$ cat src/ccsu_pkg.sv
// constants, types and reset settings for the common command status unit
package ccsu_pkg;
  typedef enum logic [3:0] {
    CMD_CLS = 4'h0, CMD_ESE = 4'h1, CMD_ESE_Q = 4'h2, CMD_ESR_Q = 4'h3,
    CMD_IDN_Q = 4'h4, CMD_OPC = 4'h5, CMD_OPC_Q = 4'h6, CMD_OPT_Q = 4'h7,
    CMD_PSC = 4'h8, CMD_PSC_Q = 4'h9, CMD_RCL = 4'hA, CMD_RST = 4'hB,
    CMD_SAV = 4'hC, CMD_SRE = 4'hD, CMD_SRE_Q = 4'hE, CMD_STB_Q = 4'hF
  } ccsu_cmd_t;
  typedef enum logic [2:0] {
    ST_POR = 3'h1, ST_IDLE = 3'h2, ST_OPCQ = 3'h4
  } ccsu_state_t;
  // event bit positions
  localparam int EVB_PON = 7;
  localparam int EVB_CME = 5;
  localparam int EVB_EXE = 4;
  localparam int EVB_DDE = 3;
  localparam int EVB_QUE = 2;
  localparam int EVB_OPC = 0;
  localparam logic [7:0] EV_MASK = 8'hBD;
  // status byte positions
  localparam int SBB_OPER = 7;
  localparam int SBB_MSS = 6;
  localparam int SBB_ESB = 5;
  localparam int SBB_MAV = 4;
  localparam int SBB_QUES = 3;
  localparam logic [7:0] SRE_MASK = 8'hBF;
  localparam logic [7:0] REG_RESET = 8'h00;
  localparam logic [1:0] LAST_LOC = 2'h3;
  localparam logic [7:0] OPT_NONE = 8'h00;
  localparam logic [7:0] OPC_ANSWER = 8'h01;
  localparam logic [7:0] ASCII_ZERO = 8'h30;
  localparam logic [7:0] ASCII_NL = 8'h0A;
  // identity string; maker and model values are arbitrary
  localparam int IDN_LEN = 23;
  localparam logic [8*IDN_LEN-1:0] IDN_STR = "VENDOR,00000A,0,A.00.00";
  typedef struct packed {
    logic        output_on;
    logic [15:0] volt_prog;
    logic [15:0] sweep_point_count;
    logic [15:0] sample_interval;   // in ns
    logic [15:0] protection_delay;  // in ms
    logic        acq_src_bus;
    logic        tran_src_bus;
    logic [1:0]  acq_slope_curr;    // 0 positive
    logic [1:0]  acq_slope_volt;
  } ccsu_settings_t;
  localparam real RST_SAMPLE_INTERVAL_US = 15.6;
  localparam real RST_PROTECTION_DELAY_S = 0.08;
  localparam ccsu_settings_t RST_SETTINGS = '{
    output_on: 1'b0, volt_prog: 16'h0000, sweep_point_count: 16'd2048,
    sample_interval: 16'(int'(RST_SAMPLE_INTERVAL_US * 1000.0)),
    protection_delay: 16'(int'(RST_PROTECTION_DELAY_S * 1000.0)),
    acq_src_bus: 1'b0, tran_src_bus: 1'b1,
    acq_slope_curr: 2'h0, acq_slope_volt: 2'h0};
endpackage

$ cat src/ccsu_if.sv
// links between the command core, its answer streamer and its state store
`timescale 1ns/1ps
interface ccsu_resp_if;
  import ccsu_pkg::*;
  logic       start;
  logic       idn;
  logic [7:0] value;
  logic       flush;
  logic       busy;
  modport core (output start, idn, value, flush, input busy);
  modport gen  (input start, idn, value, flush, output busy);
endinterface

interface ccsu_store_if;
  import ccsu_pkg::*;
  logic [1:0]     rd_loc;
  ccsu_settings_t rd_data;
  logic           wr_en;
  logic [1:0]     wr_loc;
  ccsu_settings_t wr_data;
  logic           nv_wr;
  logic [7:0]     nv_ese_w, nv_sre_w, nv_ese, nv_sre;
  logic           nv_psc_w, nv_psc;
  modport core  (output rd_loc, wr_en, wr_loc, wr_data, nv_wr, nv_ese_w, nv_sre_w, nv_psc_w,
                 input rd_data, nv_ese, nv_sre, nv_psc);
  modport store (input rd_loc, wr_en, wr_loc, wr_data, nv_wr, nv_ese_w, nv_sre_w, nv_psc_w,
                 output rd_data, nv_ese, nv_sre, nv_psc);
endinterface

$ cat src/ccsu_store.sv
// nonvolatile saved states and enable registers, kept across reset
`timescale 1ns/1ps
module ccsu_store
  import ccsu_pkg::*;
(
  input  wire logic   sys_clk_i,
  ccsu_store_if.store sif
);
  ccsu_settings_t mem [4] = '{default: RST_SETTINGS};
  logic [7:0]     ese_nv = REG_RESET;
  logic [7:0]     sre_nv = REG_RESET;
  logic           psc_nv = 1'b1;

  // storage has no reset on purpose: it models nonvolatile memory
  always_ff @(posedge sys_clk_i) begin
    if (sif.wr_en) begin
      mem[sif.wr_loc] <= sif.wr_data;
    end
    if (sif.nv_wr) begin
      ese_nv <= sif.nv_ese_w;
      sre_nv <= sif.nv_sre_w;
      psc_nv <= sif.nv_psc_w;
    end
  end

  assign sif.rd_data = mem[sif.rd_loc];
  assign sif.nv_ese  = ese_nv;
  assign sif.nv_sre  = sre_nv;
  assign sif.nv_psc  = psc_nv;
endmodule

$ cat src/ccsu_resp_gen.sv
// output queue: streams decimal or identity answers as ASCII bytes
`timescale 1ns/1ps
module ccsu_resp_gen
  import ccsu_pkg::*;
(
  input  wire logic  sys_clk_i,
  input  wire logic  nrst_i,
  ccsu_resp_if.gen   rif,
  output logic       resp_valid_o,
  output logic [7:0] resp_data_o,
  input  wire logic  resp_ready_i
);
  logic [4:0] idx_q, idx_d, len_q, len_d;
  logic       idn_q, idn_d, act_q, act_d;
  logic [7:0] val_q, val_d, byte_q, byte_d;

  // character at position p of the answer, newline last
  function automatic logic [7:0] char_at(input logic idn, input logic [7:0] v,
                                         input logic [4:0] p);
    logic [1:0] nd;
    logic [7:0] dig;
    nd  = (v >= 8'd100) ? 2'd3 : ((v >= 8'd10) ? 2'd2 : 2'd1);
    dig = 8'h00;
    if (idn) begin
      char_at = (int'(p) < IDN_LEN) ? IDN_STR[8*(IDN_LEN-1-int'(p)) +: 8] : ASCII_NL;
    end else if (p >= 5'(nd)) begin
      char_at = ASCII_NL;
    end else begin
      case (nd - 2'(p))
        2'd3:    dig = v / 8'd100;
        2'd2:    dig = (v / 8'd10) % 8'd10;
        default: dig = v % 8'd10;
      endcase
      char_at = ASCII_ZERO + dig;
    end
  endfunction

  // next-state for the streamer
  always_comb begin
    idx_d = idx_q; len_d = len_q; idn_d = idn_q; val_d = val_q;
    act_d = act_q; byte_d = byte_q;
    if (rif.flush) begin
      act_d = 1'b0;
    end else if (rif.start) begin
      act_d  = 1'b1;
      idx_d  = 5'h00;
      idn_d  = rif.idn;
      val_d  = rif.value;
      len_d  = rif.idn ? 5'(IDN_LEN + 1) :
               ((rif.value >= 8'd100) ? 5'd4 : ((rif.value >= 8'd10) ? 5'd3 : 5'd2));
      byte_d = char_at(rif.idn, rif.value, 5'h00);
    end else if (act_q && resp_ready_i) begin
      if (idx_q + 5'd1 == len_q) begin
        act_d = 1'b0;
      end else begin
        idx_d  = idx_q + 5'd1;
        byte_d = char_at(idn_q, val_q, idx_q + 5'd1);
      end
    end
  end

  // streamer registers
  always_ff @(posedge sys_clk_i or negedge nrst_i) begin
    if (!nrst_i) begin
      idx_q <= 5'h00; len_q <= 5'h00; idn_q <= 1'b0; val_q <= 8'h00;
      act_q <= 1'b0; byte_q <= 8'h00;
    end else begin
      idx_q <= idx_d; len_q <= len_d; idn_q <= idn_d; val_q <= val_d;
      act_q <= act_d; byte_q <= byte_d;
    end
  end

  assign resp_valid_o = act_q;
  assign resp_data_o  = byte_q;
  assign rif.busy     = act_q;
endmodule

$ cat src/ccsu_top.sv
// common command interpreter with standard event status and status byte
`timescale 1ns/1ps
module ccsu_top
  import ccsu_pkg::*;
(
  input  wire logic            sys_clk_i,
  input  wire logic            nrst_i,
  input  wire logic            cmd_valid_i,
  input  wire ccsu_cmd_t       cmd_code_i,
  input  wire logic [7:0]      cmd_param_i,
  input  wire logic            cmd_after_nl_i,
  input  wire logic            cmd_overlap_i,
  output logic                 cmd_ready_o,
  output logic                 cmd_ack_o,
  input  wire logic            cme_evt_i,
  input  wire logic            exe_evt_i,
  input  wire logic            dde_evt_i,
  input  wire logic            que_evt_i,
  input  wire logic            ovl_done_i,
  input  wire logic            trig_busy_i,
  input  wire logic            oper_sum_i,
  input  wire logic            ques_sum_i,
  input  wire logic            pon_state_sel_i,
  input  wire logic            set_wr_i,
  input  wire ccsu_settings_t  set_data_i,
  output ccsu_settings_t       settings_o,
  output logic                 trig_abort_o,
  output logic                 cal_disable_o,
  output logic                 status_clear_o,
  output logic                 err_queue_clear_o,
  output logic [7:0]           status_byte_o,
  output logic                 srq_o,
  output logic [7:0]           event_enable_o,
  output logic                 resp_valid_o,
  output logic [7:0]           resp_data_o,
  input  wire logic            resp_ready_i
);
  ccsu_resp_if  rif ();
  ccsu_store_if sif ();

  ccsu_state_t    state_q, state_d;
  logic [7:0]     ese_q, ese_d, sre_q, sre_d, flags_q, flags_d;
  logic           psc_q, psc_d;
  ccsu_settings_t set_q, set_d;
  logic [7:0]     ovl_cnt_q, ovl_cnt_d, opc_wait_q, opc_wait_d;
  logic           opc_arm_q, opc_arm_d;
  logic           abort_q, abort_d, cal_q, cal_d, stclr_q, stclr_d;
  logic           errclr_q, errclr_d;
  logic           take, is_query, pending, param_bad;
  logic [7:0]     ev_in, clr_mask, stb_raw;

  ccsu_resp_gen u_resp (
    .sys_clk_i    (sys_clk_i),
    .nrst_i       (nrst_i),
    .rif          (rif),
    .resp_valid_o (resp_valid_o),
    .resp_data_o  (resp_data_o),
    .resp_ready_i (resp_ready_i)
  );

  ccsu_store u_store (
    .sys_clk_i (sys_clk_i),
    .sif       (sif)
  );

  // queries need the output queue; other commands pass while it drains
  always_comb begin
    case (cmd_code_i)
      CMD_ESE_Q, CMD_ESR_Q, CMD_IDN_Q, CMD_OPC_Q, CMD_OPT_Q,
      CMD_PSC_Q, CMD_SRE_Q, CMD_STB_Q: is_query = 1'b1;
      default:                         is_query = 1'b0;
    endcase
  end

  // handshake and pending-work view
  assign cmd_ready_o = (state_q == ST_IDLE) && !(is_query && rif.busy);
  assign cmd_ack_o   = cmd_valid_i && cmd_ready_o;
  assign take        = cmd_ack_o;
  assign pending     = (ovl_cnt_q != 8'h00) || trig_busy_i;
  assign param_bad   = ((cmd_code_i == CMD_RCL || cmd_code_i == CMD_SAV) &&
                        cmd_param_i > 8'(LAST_LOC)) ||
                       (cmd_code_i == CMD_PSC && cmd_param_i > 8'h01);

  // incoming events from the rest of the instrument and from commands with a bad parameter
  always_comb begin
    ev_in          = 8'h00;
    ev_in[EVB_CME] = cme_evt_i;
    ev_in[EVB_EXE] = exe_evt_i || (take && param_bad);
    ev_in[EVB_DDE] = dde_evt_i;
    ev_in[EVB_QUE] = que_evt_i;
  end

  // status byte; summaries recomputed every cycle
  always_comb begin
    stb_raw           = 8'h00;
    stb_raw[SBB_OPER] = oper_sum_i;
    stb_raw[SBB_ESB]  = |(flags_q & ese_q);
    stb_raw[SBB_MAV]  = rif.busy;
    stb_raw[SBB_QUES] = ques_sum_i;
  end
  assign srq_o         = |(stb_raw & sre_q & SRE_MASK);
  assign status_byte_o = stb_raw | (8'(srq_o) << SBB_MSS);

  // command execution, power-on sequence and overlap tracking
  always_comb begin
    state_d = state_q; ese_d = ese_q; sre_d = sre_q; psc_d = psc_q;
    set_d = set_q; ovl_cnt_d = ovl_cnt_q; opc_wait_d = opc_wait_q;
    opc_arm_d = opc_arm_q; abort_d = 1'b0; cal_d = 1'b0;
    stclr_d = 1'b0; errclr_d = 1'b0; clr_mask = 8'hFF;
    rif.start = 1'b0; rif.idn = 1'b0; rif.value = 8'h00; rif.flush = 1'b0;
    sif.rd_loc = cmd_param_i[1:0]; sif.wr_en = 1'b0; sif.wr_loc = cmd_param_i[1:0];
    sif.wr_data = set_q; sif.nv_wr = 1'b0;
    sif.nv_ese_w = ese_q; sif.nv_sre_w = sre_q; sif.nv_psc_w = psc_q;
    // settings written by other subsystems
    if (set_wr_i) begin
      set_d = set_data_i;
    end
    // overlapped work counted until its done pulse
    if (take && cmd_overlap_i) begin
      ovl_cnt_d = ovl_cnt_d + 8'h01;
    end
    if (ovl_done_i && ovl_cnt_q != 8'h00) begin
      ovl_cnt_d = ovl_cnt_d - 8'h01;
    end
    if (ovl_done_i && opc_wait_q != 8'h00) begin
      opc_wait_d = opc_wait_q - 8'h01;
    end
    case (state_q)
      ST_POR: begin
        sif.rd_loc = 2'h0;
        psc_d      = sif.nv_psc;
        if (sif.nv_psc) begin
          ese_d = REG_RESET;
          sre_d = REG_RESET;
        end else begin
          ese_d = sif.nv_ese;
          sre_d = sif.nv_sre;
        end
        set_d   = pon_state_sel_i ? sif.rd_data : RST_SETTINGS;
        state_d = ST_IDLE;
      end
      ST_OPCQ: begin
        if (!pending) begin
          rif.start = 1'b1;
          rif.value = OPC_ANSWER;
          state_d   = ST_IDLE;
        end
      end
      ST_IDLE: begin
        if (take && !param_bad) begin
          case (cmd_code_i)
            CMD_CLS: begin
              clr_mask  = 8'h00;
              stclr_d   = 1'b1;
              errclr_d  = 1'b1;
              opc_arm_d = 1'b0;
              rif.flush = cmd_after_nl_i;
            end
            CMD_ESE: begin
              ese_d        = cmd_param_i & EV_MASK;
              sif.nv_ese_w = cmd_param_i & EV_MASK;
              sif.nv_wr    = 1'b1;
            end
            CMD_SRE: begin
              sre_d        = cmd_param_i & SRE_MASK;
              sif.nv_sre_w = cmd_param_i & SRE_MASK;
              sif.nv_wr    = 1'b1;
            end
            CMD_PSC: begin
              psc_d        = cmd_param_i[0];
              sif.nv_psc_w = cmd_param_i[0];
              sif.nv_wr    = 1'b1;
            end
            CMD_ESE_Q: begin
              rif.start = 1'b1;
              rif.value = ese_q;
            end
            CMD_ESR_Q: begin
              rif.start = 1'b1;
              rif.value = flags_q;
              clr_mask  = 8'h00;
            end
            CMD_SRE_Q: begin
              rif.start = 1'b1;
              rif.value = sre_q;
            end
            CMD_PSC_Q: begin
              rif.start = 1'b1;
              rif.value = 8'(psc_q);
            end
            CMD_STB_Q: begin
              rif.start = 1'b1;
              rif.value = status_byte_o;
            end
            CMD_IDN_Q: begin
              rif.start = 1'b1;
              rif.idn   = 1'b1;
            end
            CMD_OPT_Q: begin
              rif.start = 1'b1;
              rif.value = OPT_NONE;
            end
            CMD_OPC: begin
              opc_arm_d  = 1'b1;
              opc_wait_d = ovl_cnt_d;
            end
            CMD_OPC_Q: begin
              state_d = ST_OPCQ;
            end
            CMD_RCL: begin
              set_d   = sif.rd_data;
              set_d.acq_src_bus = set_q.acq_src_bus;
              set_d.tran_src_bus = set_q.tran_src_bus;
              set_d.acq_slope_curr = set_q.acq_slope_curr;
              set_d.acq_slope_volt = set_q.acq_slope_volt;
              abort_d = 1'b1;
              cal_d   = 1'b1;
            end
            CMD_RST: begin
              set_d   = RST_SETTINGS;
              abort_d = 1'b1;
              cal_d   = 1'b1;
            end
            CMD_SAV: begin
              sif.wr_en = 1'b1;
            end
            default: begin
              state_d = ST_IDLE;
            end
          endcase
        end
      end
      default: begin
        state_d = ST_IDLE;
      end
    endcase
    // completion flag waits for earlier work and the trigger system
    flags_d = (flags_q & clr_mask) | ev_in;
    if (state_q == ST_POR) begin
      flags_d[EVB_PON] = 1'b1;
    end
    if (opc_arm_q && opc_wait_q == 8'h00 && !trig_busy_i) begin
      flags_d[EVB_OPC] = 1'b1;
      if (opc_arm_d == opc_arm_q && !(take && cmd_code_i == CMD_OPC)) begin
        opc_arm_d = 1'b0;
      end
    end
    flags_d = flags_d & EV_MASK;
  end

  // state registers
  always_ff @(posedge sys_clk_i or negedge nrst_i) begin
    if (!nrst_i) begin
      state_q <= ST_POR; ese_q <= REG_RESET; sre_q <= REG_RESET; psc_q <= 1'b1;
      flags_q <= REG_RESET; set_q <= RST_SETTINGS; ovl_cnt_q <= 8'h00;
      opc_wait_q <= 8'h00; opc_arm_q <= 1'b0; abort_q <= 1'b0; cal_q <= 1'b0;
      stclr_q <= 1'b0; errclr_q <= 1'b0;
    end else begin
      state_q <= state_d; ese_q <= ese_d; sre_q <= sre_d; psc_q <= psc_d;
      flags_q <= flags_d; set_q <= set_d; ovl_cnt_q <= ovl_cnt_d;
      opc_wait_q <= opc_wait_d; opc_arm_q <= opc_arm_d; abort_q <= abort_d;
      cal_q <= cal_d; stclr_q <= stclr_d; errclr_q <= errclr_d;
    end
  end

  // registered outputs
  assign settings_o        = set_q;
  assign trig_abort_o      = abort_q;
  assign cal_disable_o     = cal_q;
  assign status_clear_o    = stclr_q;
  assign err_queue_clear_o = errclr_q;
  assign event_enable_o    = ese_q;
endmodule

$ cat config.mk
export PLATFORM = sky130hd
export DESIGN_NAME = ccsu_top
export DESIGN_NICKNAME = d
export VERILOG_FILES = /design/src/ccsu_pkg.sv /design/src/ccsu_if.sv /design/src/ccsu_store.sv /design/src/ccsu_resp_gen.sv /design/src/ccsu_top.sv
export SDC_FILE = /design/constraint.sdc
export NUM_CORES = 1
export LEC_CHECK = 0
export BUFFER_PORTS_ARGS = -buffer_cell sky130_fd_sc_hd__buf_2
export CAP_MARGIN = 10
export CORE_MARGIN = 5
export CORE_UTILIZATION = 40
export CTS_CLUSTER_DIAMETER = 100
export DETAILED_ROUTE_END_ITERATION = 10
export GPL_TIMING_DRIVEN = 0
export PLACE_DENSITY = 0.61
export SYNTH_ARGS = -nofsm -noshare
export SYNTH_HDL_FRONTEND = slang
export SYNTH_SLANG_ARGS = --single-unit
export TNS_END_PERCENT = 50
$ cat constraint.sdc
create_clock -name sys_clk_i -period 12.4 [get_ports sys_clk_i]
set_input_delay 1.24 -clock sys_clk_i [delete_from_list [all_inputs] [get_ports sys_clk_i]]
set_output_delay 1.24 -clock sys_clk_i [all_outputs]
set_load 0.02 [all_outputs]
# --- Word level (Yosys, flattened, before mapping) ---
# Memory sizes are Yosys's and may differ from the RTL's.
# Index checks and enable logic that the tools add are counted.
classes:
  bitwise: 6
  eq_ne: 29
  addsub: 8
  order_cmp: 9
  mux: 102
  n_reduce_logical: 41
  n_shift: 1
  div_mod_pow: 8
op_table:
  columns: ["operator", "n"]
  rows:
  - ["8-bit two-way mux", 36]
  - ["71-bit one-hot mux with 2 select lines", 2]
  - ["71-bit two-way mux", 3]
  - ["184-bit by 32-bit indexed part select with 8-bit output (first input constant)", 1]
  - ["8-bit one-hot mux with 2 select lines", 5]
  - ["8-bit one-hot mux with 5 select lines", 1]
  - ["1-bit two-way mux", 38]
  - ["4-bit equality test (second input constant)", 8]
  - ["8-bit by 4-bit remainder unit with 8-bit output (second input constant)", 4]
  - ["5-bit two-way mux", 5]
  - ["8-bit bitwise AND", 3]
  - ["6-bit by 8-bit adder with 8-bit output (first input constant)", 2]
  - ["8-bit by 4-bit divider with 8-bit output (second input constant)", 2]
  - ["8-bit by 7-bit divider with 8-bit output (second input constant)", 2]
  - ["4-bit by 3-bit equality test with 1-bit output (second input constant)", 4]
  - ["8-bit by 4-bit greater-or-equal comparator with 1-bit output (second input constant)", 2]
  - ["8-bit by 7-bit greater-or-equal comparator with 1-bit output (second input constant)", 2]
  - ["8-bit nonzero test", 2]
  - ["8-bit by 1-bit subtractor with 8-bit output (second input constant)", 2]
  - ["1-bit logical AND", 15]
  - ["7-bit OR reduction", 2]
  - ["2-bit two-way mux", 5]
  - ["3-bit two-way mux", 3]
  - ["8-bit by 1-bit adder with 8-bit output (second input constant)", 1]
  - ["other kinds (35)", 54]
word_totals:
  register_bits: 161
  output_inout_bits: 103
  wordCells: 234
  input_bits: 99
  mem_bits_ro: 16
  ramBits: 284
  n_memories: 2
memory_table:
  columns: ["name", "depth", "word_bits", "read_ports", "rd_clocked_by_memory_dff", "write_ports", "line_no", "source"]
  rows:
  - ["u_store.mem", 4, 71, 1, 0, 1, "ccsu_store.sv:9", "ccsu_settings_t mem [4] = '{default: RST_SETTINGS};"]
  - ["(no name shown)", 16, 1, 1, 0, 0, "ccsu_top.sv:68", "case (cmd_code_i)"]

# --- Logic depth before layout (Yosys ltp) ---
depth:
  ltp_word: 21
  ltp_mapped: 35
  depth_no_buf: 32

# --- Hierarchy ---
# Synthesis repeated with hierarchy kept, for this count alone.
unflattened:
  cells_unflattened: 1654
  area_unflattened_um2: 21934.8
modules_own_cells:
  columns: ["module", "area_per_inst_um2", "instances", "cells_per_inst", "seq_area_each_um2"]
  rows:
  - ["ccsu_store", 10862.9, 1, 392, 9038.7]
  - ["ccsu_top", 6794.0, 1, 642, 2920.3]
  - ["ccsu_resp_gen", 4277.9, 1, 620, 650.6]

# --- Worst setup path after synthesis ---
# No wires, ideal clock.
synth_timing:
  path_type: "in2reg"
  startpoint: "input cmd_code_i[1]"
  endpoint: "memory u_store.mem[0][0] (netlist name), enable pin"
  arrival_ns: 9.405
  setup_slack_ns: 2.320
  path_buffers: 2
  required_ns: 11.725
  cell_stages: 8
  setup_ns: 0.675
  cell_sequence: "buf_6 nand4bb_1 a21oi_1 or3_1 clkbuf_1 nor2_1 nand2_1 nor4_1"
synth_between:
  elab_chain_cells: 10
  elab_cells_between_ends: 19
  cone_classes: "eq/ne (3); mux (5); reduce/logical (10); memory (1)"
synth_rtl:
  columns: ["item", "line_no", "source"]
  rows:
  - ["start, declared", "ccsu_top.sv:9", "input wire ccsu_cmd_t cmd_code_i,"]
  - ["memory 16 x 1 bit, or another cell as far along", null, null]
  - ["1-bit logical AND / 1-bit logical OR (equally long branches)", "ccsu_top.sv:76, ccsu_top.sv:80", null]
  - ["1-bit zero test / 1-bit logical AND (equally long branches)", "ccsu_top.sv:76, ccsu_top.sv:80", null]
  - ["1-bit logical AND / 1-bit logical OR (equally long branches)", "ccsu_top.sv:76, ccsu_top.sv:81", null]
  - ["1-bit logical AND / 1-bit zero test (equally long branches)", "ccsu_top.sv:77, ccsu_top.sv:150", null]
  - ["1-bit logical AND", "ccsu_top.sv:150", "if (take && !param_bad) begin"]
  - ["1-bit two-way mux (*)", "ccsu_top.sv:150", null]
  - ["1-bit two-way mux (*)", "ccsu_top.sv:128", "case (state_q)"]
  - ["1-bit two-way mux (*)", "ccsu_store.sv:16", "if (sif.wr_en) begin"]
  - ["1-bit two-way mux (implied by the code) (*)", "ccsu_store.sv:17", "mem[sif.wr_loc] <= sif.wr_data;"]
  - ["end, declared", "ccsu_store.sv:9", null]
# Every way passes the cells marked *; elsewhere a longest branch is shown, timed or not.

# --- Worst setup path in the final report ---
layout_timing:
  startpoint: "register u_resp.idx_q[0]"
  endpoint: "register u_resp.byte_q[5], in the netlist u_resp.resp_data_o[5]"
layout_between:
  elab_chain_cells: 16
  elab_cells_between_ends: 25
  cone_classes: "add/sub (4); order compare (2); eq/ne (4); shift (1); mux (13); reduce/logical (1)"
layout_rtl:
  columns: ["item", "line_no", "source"]
  rows:
  - ["start, declared", "ccsu_resp_gen.sv:13", "logic [4:0] idx_q, idx_d, len_q, len_d;"]
  - ["start signal, assigned", "ccsu_resp_gen.sv:68", "idx_q <= idx_d; len_q <= len_d; idn_q <= idn_d; val_q <= val_d;"]
  - ["5-bit by 1-bit adder with 5-bit output (*)", "ccsu_resp_gen.sv:53, ccsu_resp_gen.sv:57", null]
  - ["2-bit subtractor", "ccsu_resp_gen.sv:29", "case (nd - 2'(p))"]
  - ["2-bit equality test", "ccsu_resp_gen.sv:29", null]
  - ["8-bit one-hot mux with 2 select lines", "ccsu_resp_gen.sv:29", null]
  - ["8-bit two-way mux", "ccsu_resp_gen.sv:26", "end else if (p >= 5'(nd)) begin"]
  - ["8-bit two-way mux", "ccsu_resp_gen.sv:24", "if (idn) begin"]
  - ["8-bit two-way mux", "ccsu_resp_gen.sv:53", "if (idx_q + 5'd1 == len_q) begin"]
  - ["8-bit two-way mux", "ccsu_resp_gen.sv:52", "end else if (act_q && resp_ready_i) begin"]
  - ["8-bit two-way mux", "ccsu_resp_gen.sv:44", "end else if (rif.start) begin"]
  - ["8-bit two-way mux", "ccsu_resp_gen.sv:42", "if (rif.flush) begin"]
  - ["6-bit by 8-bit adder with 8-bit output", "ccsu_resp_gen.sv:34", "char_at = ASCII_ZERO + dig;"]
  - ["8-bit two-way mux", "ccsu_resp_gen.sv:26", null]
  - ["8-bit two-way mux", "ccsu_resp_gen.sv:24", null]
  - ["8-bit two-way mux", "ccsu_resp_gen.sv:53", null]
  - ["8-bit two-way mux", "ccsu_resp_gen.sv:52", null]
  - ["8-bit two-way mux", "ccsu_resp_gen.sv:44", null]
  - ["end signal, assigned", "ccsu_resp_gen.sv:69", "act_q <= act_d; byte_q <= byte_d;"]
  - ["end, declared", "ccsu_resp_gen.sv:15", "logic [7:0] val_q, val_d, byte_q, byte_d;"]
# Every way passes the cells marked *; elsewhere a longest branch is shown, timed or not. The select of a mux whose other input is x is not followed.
# A chain may end at the register's enable or synchronous reset.

==> flow_summary.json <==
{
  "rsz0062_at_grt": "no",
  "clk_latency_ns": 0.59,
  "ant_nets": 0,
  "route.vias.total": 15900,
  "cts_hold_buf": 0,
  "p_leak_nw": 9.72,
  "dr.pass1.iters": 9,
  "hp-class": "reg2reg",
  "synthMuxAreaShare_pct": 11.0,
  "final_cells": 2800,
  "crit_type": "reg2reg",
  "fp.coreArea_um2": 52600,
  "cts_made_buffers": 45,
  "path_common_cell": "ha_1",
  "total_power_mw": 4.96,
  "place_congestion": 0.876,
  "maxCapViolCount": 0,
  "wl_per_cell_um": 20.9,
  "yosysSeqAreaShare_pct": 56.8,
  "die_w_um": 240,
  "synthToLayoutAreaGrowth_pct": 17.3,
  "relSlewSlack_pct": 14.1,
  "postCtsSetupRepairBufs": 0,
  "cpMaxStageDelayCell": "a2111oi_2",
  "clockBufferDepth": 3,
  "arrival_ns": 8.32,
  "dp_hpwl_um": 41000,
  "cts_tree": "done",
  "final_common_cell": "edfxtp_1",
  "hold_viol": 0,
  "power_density_nw_per_um2": 199,
  "skew_ns": 0.0226,
  "synth_seq_cells": 425,
  "synth_warnings": 0,
  "cts.sinks": 425,
  "most-common-layout-cells": "283 x edfxtp_1, 205 x buf_2, 147 x mux2i_1, 133 x nor2_1, 128 x dfrtp_1",
  "period_needed_ns": 7.84,
  "worst_ep_required_time_ns": 12.88,
  "synthAdderAreaFrac_pct": 1.46,
  "grt_max_degree": 78,
  "cts_resized": 0,
  "synth_area_per_cell_um2": 11.8,
  "period_share_pct": 63.2,
  "setup_viol": 0,
  "worst-slew-pin-transition_ns": 1.28,
  "syn-instance-count": 1807,
  "synth_compound_area_share_pct": 14.7,
  "port_buffers": 196,
  "synth-simple-area-share_pct": 10.5,
  "core.rowCount": 84,
  "die_h_um": 240,
  "pre_cts_slack_ns": 4.66,
  "synth_area_um2": 21200,
  "top_usage_layer": "met2",
  "slowest_delay_ns": 0.43,
  "pin_count": 202,
  "outcome": "completed",
  "ys.flop_type": "edfxtp_1",
  "cp_max_fo": 10,
  "synthDistinctLibCells": 103,
  "grt_pass1_wl_um": 90700,
  "start_util_pct": 40.4,
  "nNetsFinal": 2196,
  "remaining_drc_errors": 0,
  "slew_viol_final": 0,
  "synthArstFlopShare_pct": 33.4,
  "use_met2_pct": 32.4,
  "fmax_ghz": 0.128,
  "first_global_vias": 15700,
  "grt_use_met1_pct": 27.7,
  "grt_use_met3_pct": 3.11,
  "irDropWorstVdd_mv": 0.140,
  "synth_edf_count": 283,
  "viasPerCell": 5.69,
  "antenna_found_initial": 1,
  "die_area_um2": 57800,
  "endpoint_kind": "flip-flop",
  "cts_root_buf": "clkbuf_16",
  "drive_gt1_share_pct": 20.9,
  "grt.total_usage_pct": 19.6,
  "synth_xor_area_share_pct": 2.02,
  "cts.clk_slew.worst_paths_ns": 0.06,
  "fin_ws_ns": 4.56,
  "overflow": 0,
  "synth_top_family_by_area": "compound AO/OA/AOI/OAI gates",
  "drt_iter0_drc": 1483,
  "htree_levels": 2,
  "startpoint_type": "flip-flop",
  "wl_um": 58600,
  "dp.cells": 2715
}
==> sequential cells by signal (all words and copies together), names as in the netlist <==
register	cells
psc_q	1
state_q	3
settings_o	71
u_store.sif.nv_ese	8
sre_q	8
opc_arm_q	1
u_resp.val_q	8
u_store.sif.nv_sre	8
u_store.mem	266
cal_disable_o	1
u_resp.resp_valid_o	1
event_enable_o	8
opc_wait_q	8
u_resp.len_q	4
flags_q	6
u_resp.resp_data_o	8
u_store.sif.nv_psc	1
u_resp.idx_q	5
err_queue_clear_o	1
ovl_cnt_q	8
==> stage by stage <==
stage / setup TNS, ns / hold slack (ns) / instance area [um2] / util [%]
3_3_place_gp: -322.86 / 0.439 / 23100 / 43.9
4_1_cts: 0 / 0.475 / 24900 / 47.4
6_report: 0 / 0.469 / 24900 / 47.4
5_1_grt: 0 / 0.488 / 24900 / 47.4
2_1_floorplan: 0 / 0.432 / 21300 / -
3_5_place_dp: 0 / 0.451 / 23400 / 44.5
==> cells in the mapped netlist, types with 30 or more instances <==
cell type / number / area (um2)
a21oi_1: 124 / 621
clkbuf_1: 84 / 315
dfrtp_1: 128 / 3200
edfxtp_1: 283 / 8500
inv_1: 58 / 218
mux2_2: 69 / 777
mux2i_1: 147 / 1470
nand2_1: 91 / 342
nand3_1: 37 / 185
nor2_1: 134 / 503
o21ai_0: 94 / 470
o22ai_1: 60 / 375
xnor2_1: 30 / 263
==> area by class of cell <==
cell class | count | area, um2
Fill cell | 4834 | 27600
Sequential cell | 425 | 12100
Multi-Input combinational cell | 1204 | 8470
Timing Repair Buffer | 217 | 1250
Clock buffer | 60 | 1200
Tap cell | 688 | 861
Buffer | 120 | 518
Clock inverter | 23 | 317
Inverter | 61 | 229
Antenna cell | 2 | 5.00
==> worst max-delay path: cells and delay by family (launching register included) <==
family / cells / cell delay, ns
buf+inv: 7 / 1.32
compound gates: 9 / 2.07
fa+ha+maj: 6 / 1.48
xor+xnor: 4 / 0.91
flops: 1 / 0.39
simple gates: 7 / 1.57
==> where the power goes <==
group          leakage [nW]  switching (mW)  internal, mW
Sequential             4.25           0.127          1.65
Combinational          4.73            1.11         0.680
Clock                 0.735           0.563         0.831
Total                  9.72            1.80          3.16
==> metal layers <==
layer  wire length [um]  share of wire [%]  vias up
li1                   -                  -     7376
met1              26100                 45     7952
met2              28100                 48      543
met3               3400                5.8       73
met4                917                1.6        0
met5                  0                  0        -
==> worst paths after layout <==
kind | from | to | slack, ns | cells after the start
max in group asynchronous | nrst_i | settings_o[32] | 10.88 | 2
max reg2reg | u_resp.idx_q[0] | u_resp.resp_data_o[5] | 4.56 | 33
min in group asynchronous | nrst_i | settings_o[48] | 0.62 | 1
min | u_store.mem[0][3] | settings_o[3] | 0.47 | 2
min reg2reg | u_store.mem[0][3] | settings_o[3] | 0.47 | 2
max | u_resp.idx_q[0] | u_resp.resp_data_o[5] | 4.56 | 33
==> cell families (layout without fill, tap and decap cells) <==
group,count (synthesis),after routing
other,1,6
and+or+nand+nor,441,441
DFF,425,425
AOI/OAI and AO/OA,465,465
adders and majority gates,25,25
xor gates and xnor gates,49,49
muxes,220,220
buffers and inverters,181,481
(Power assumes the default switching activity.)
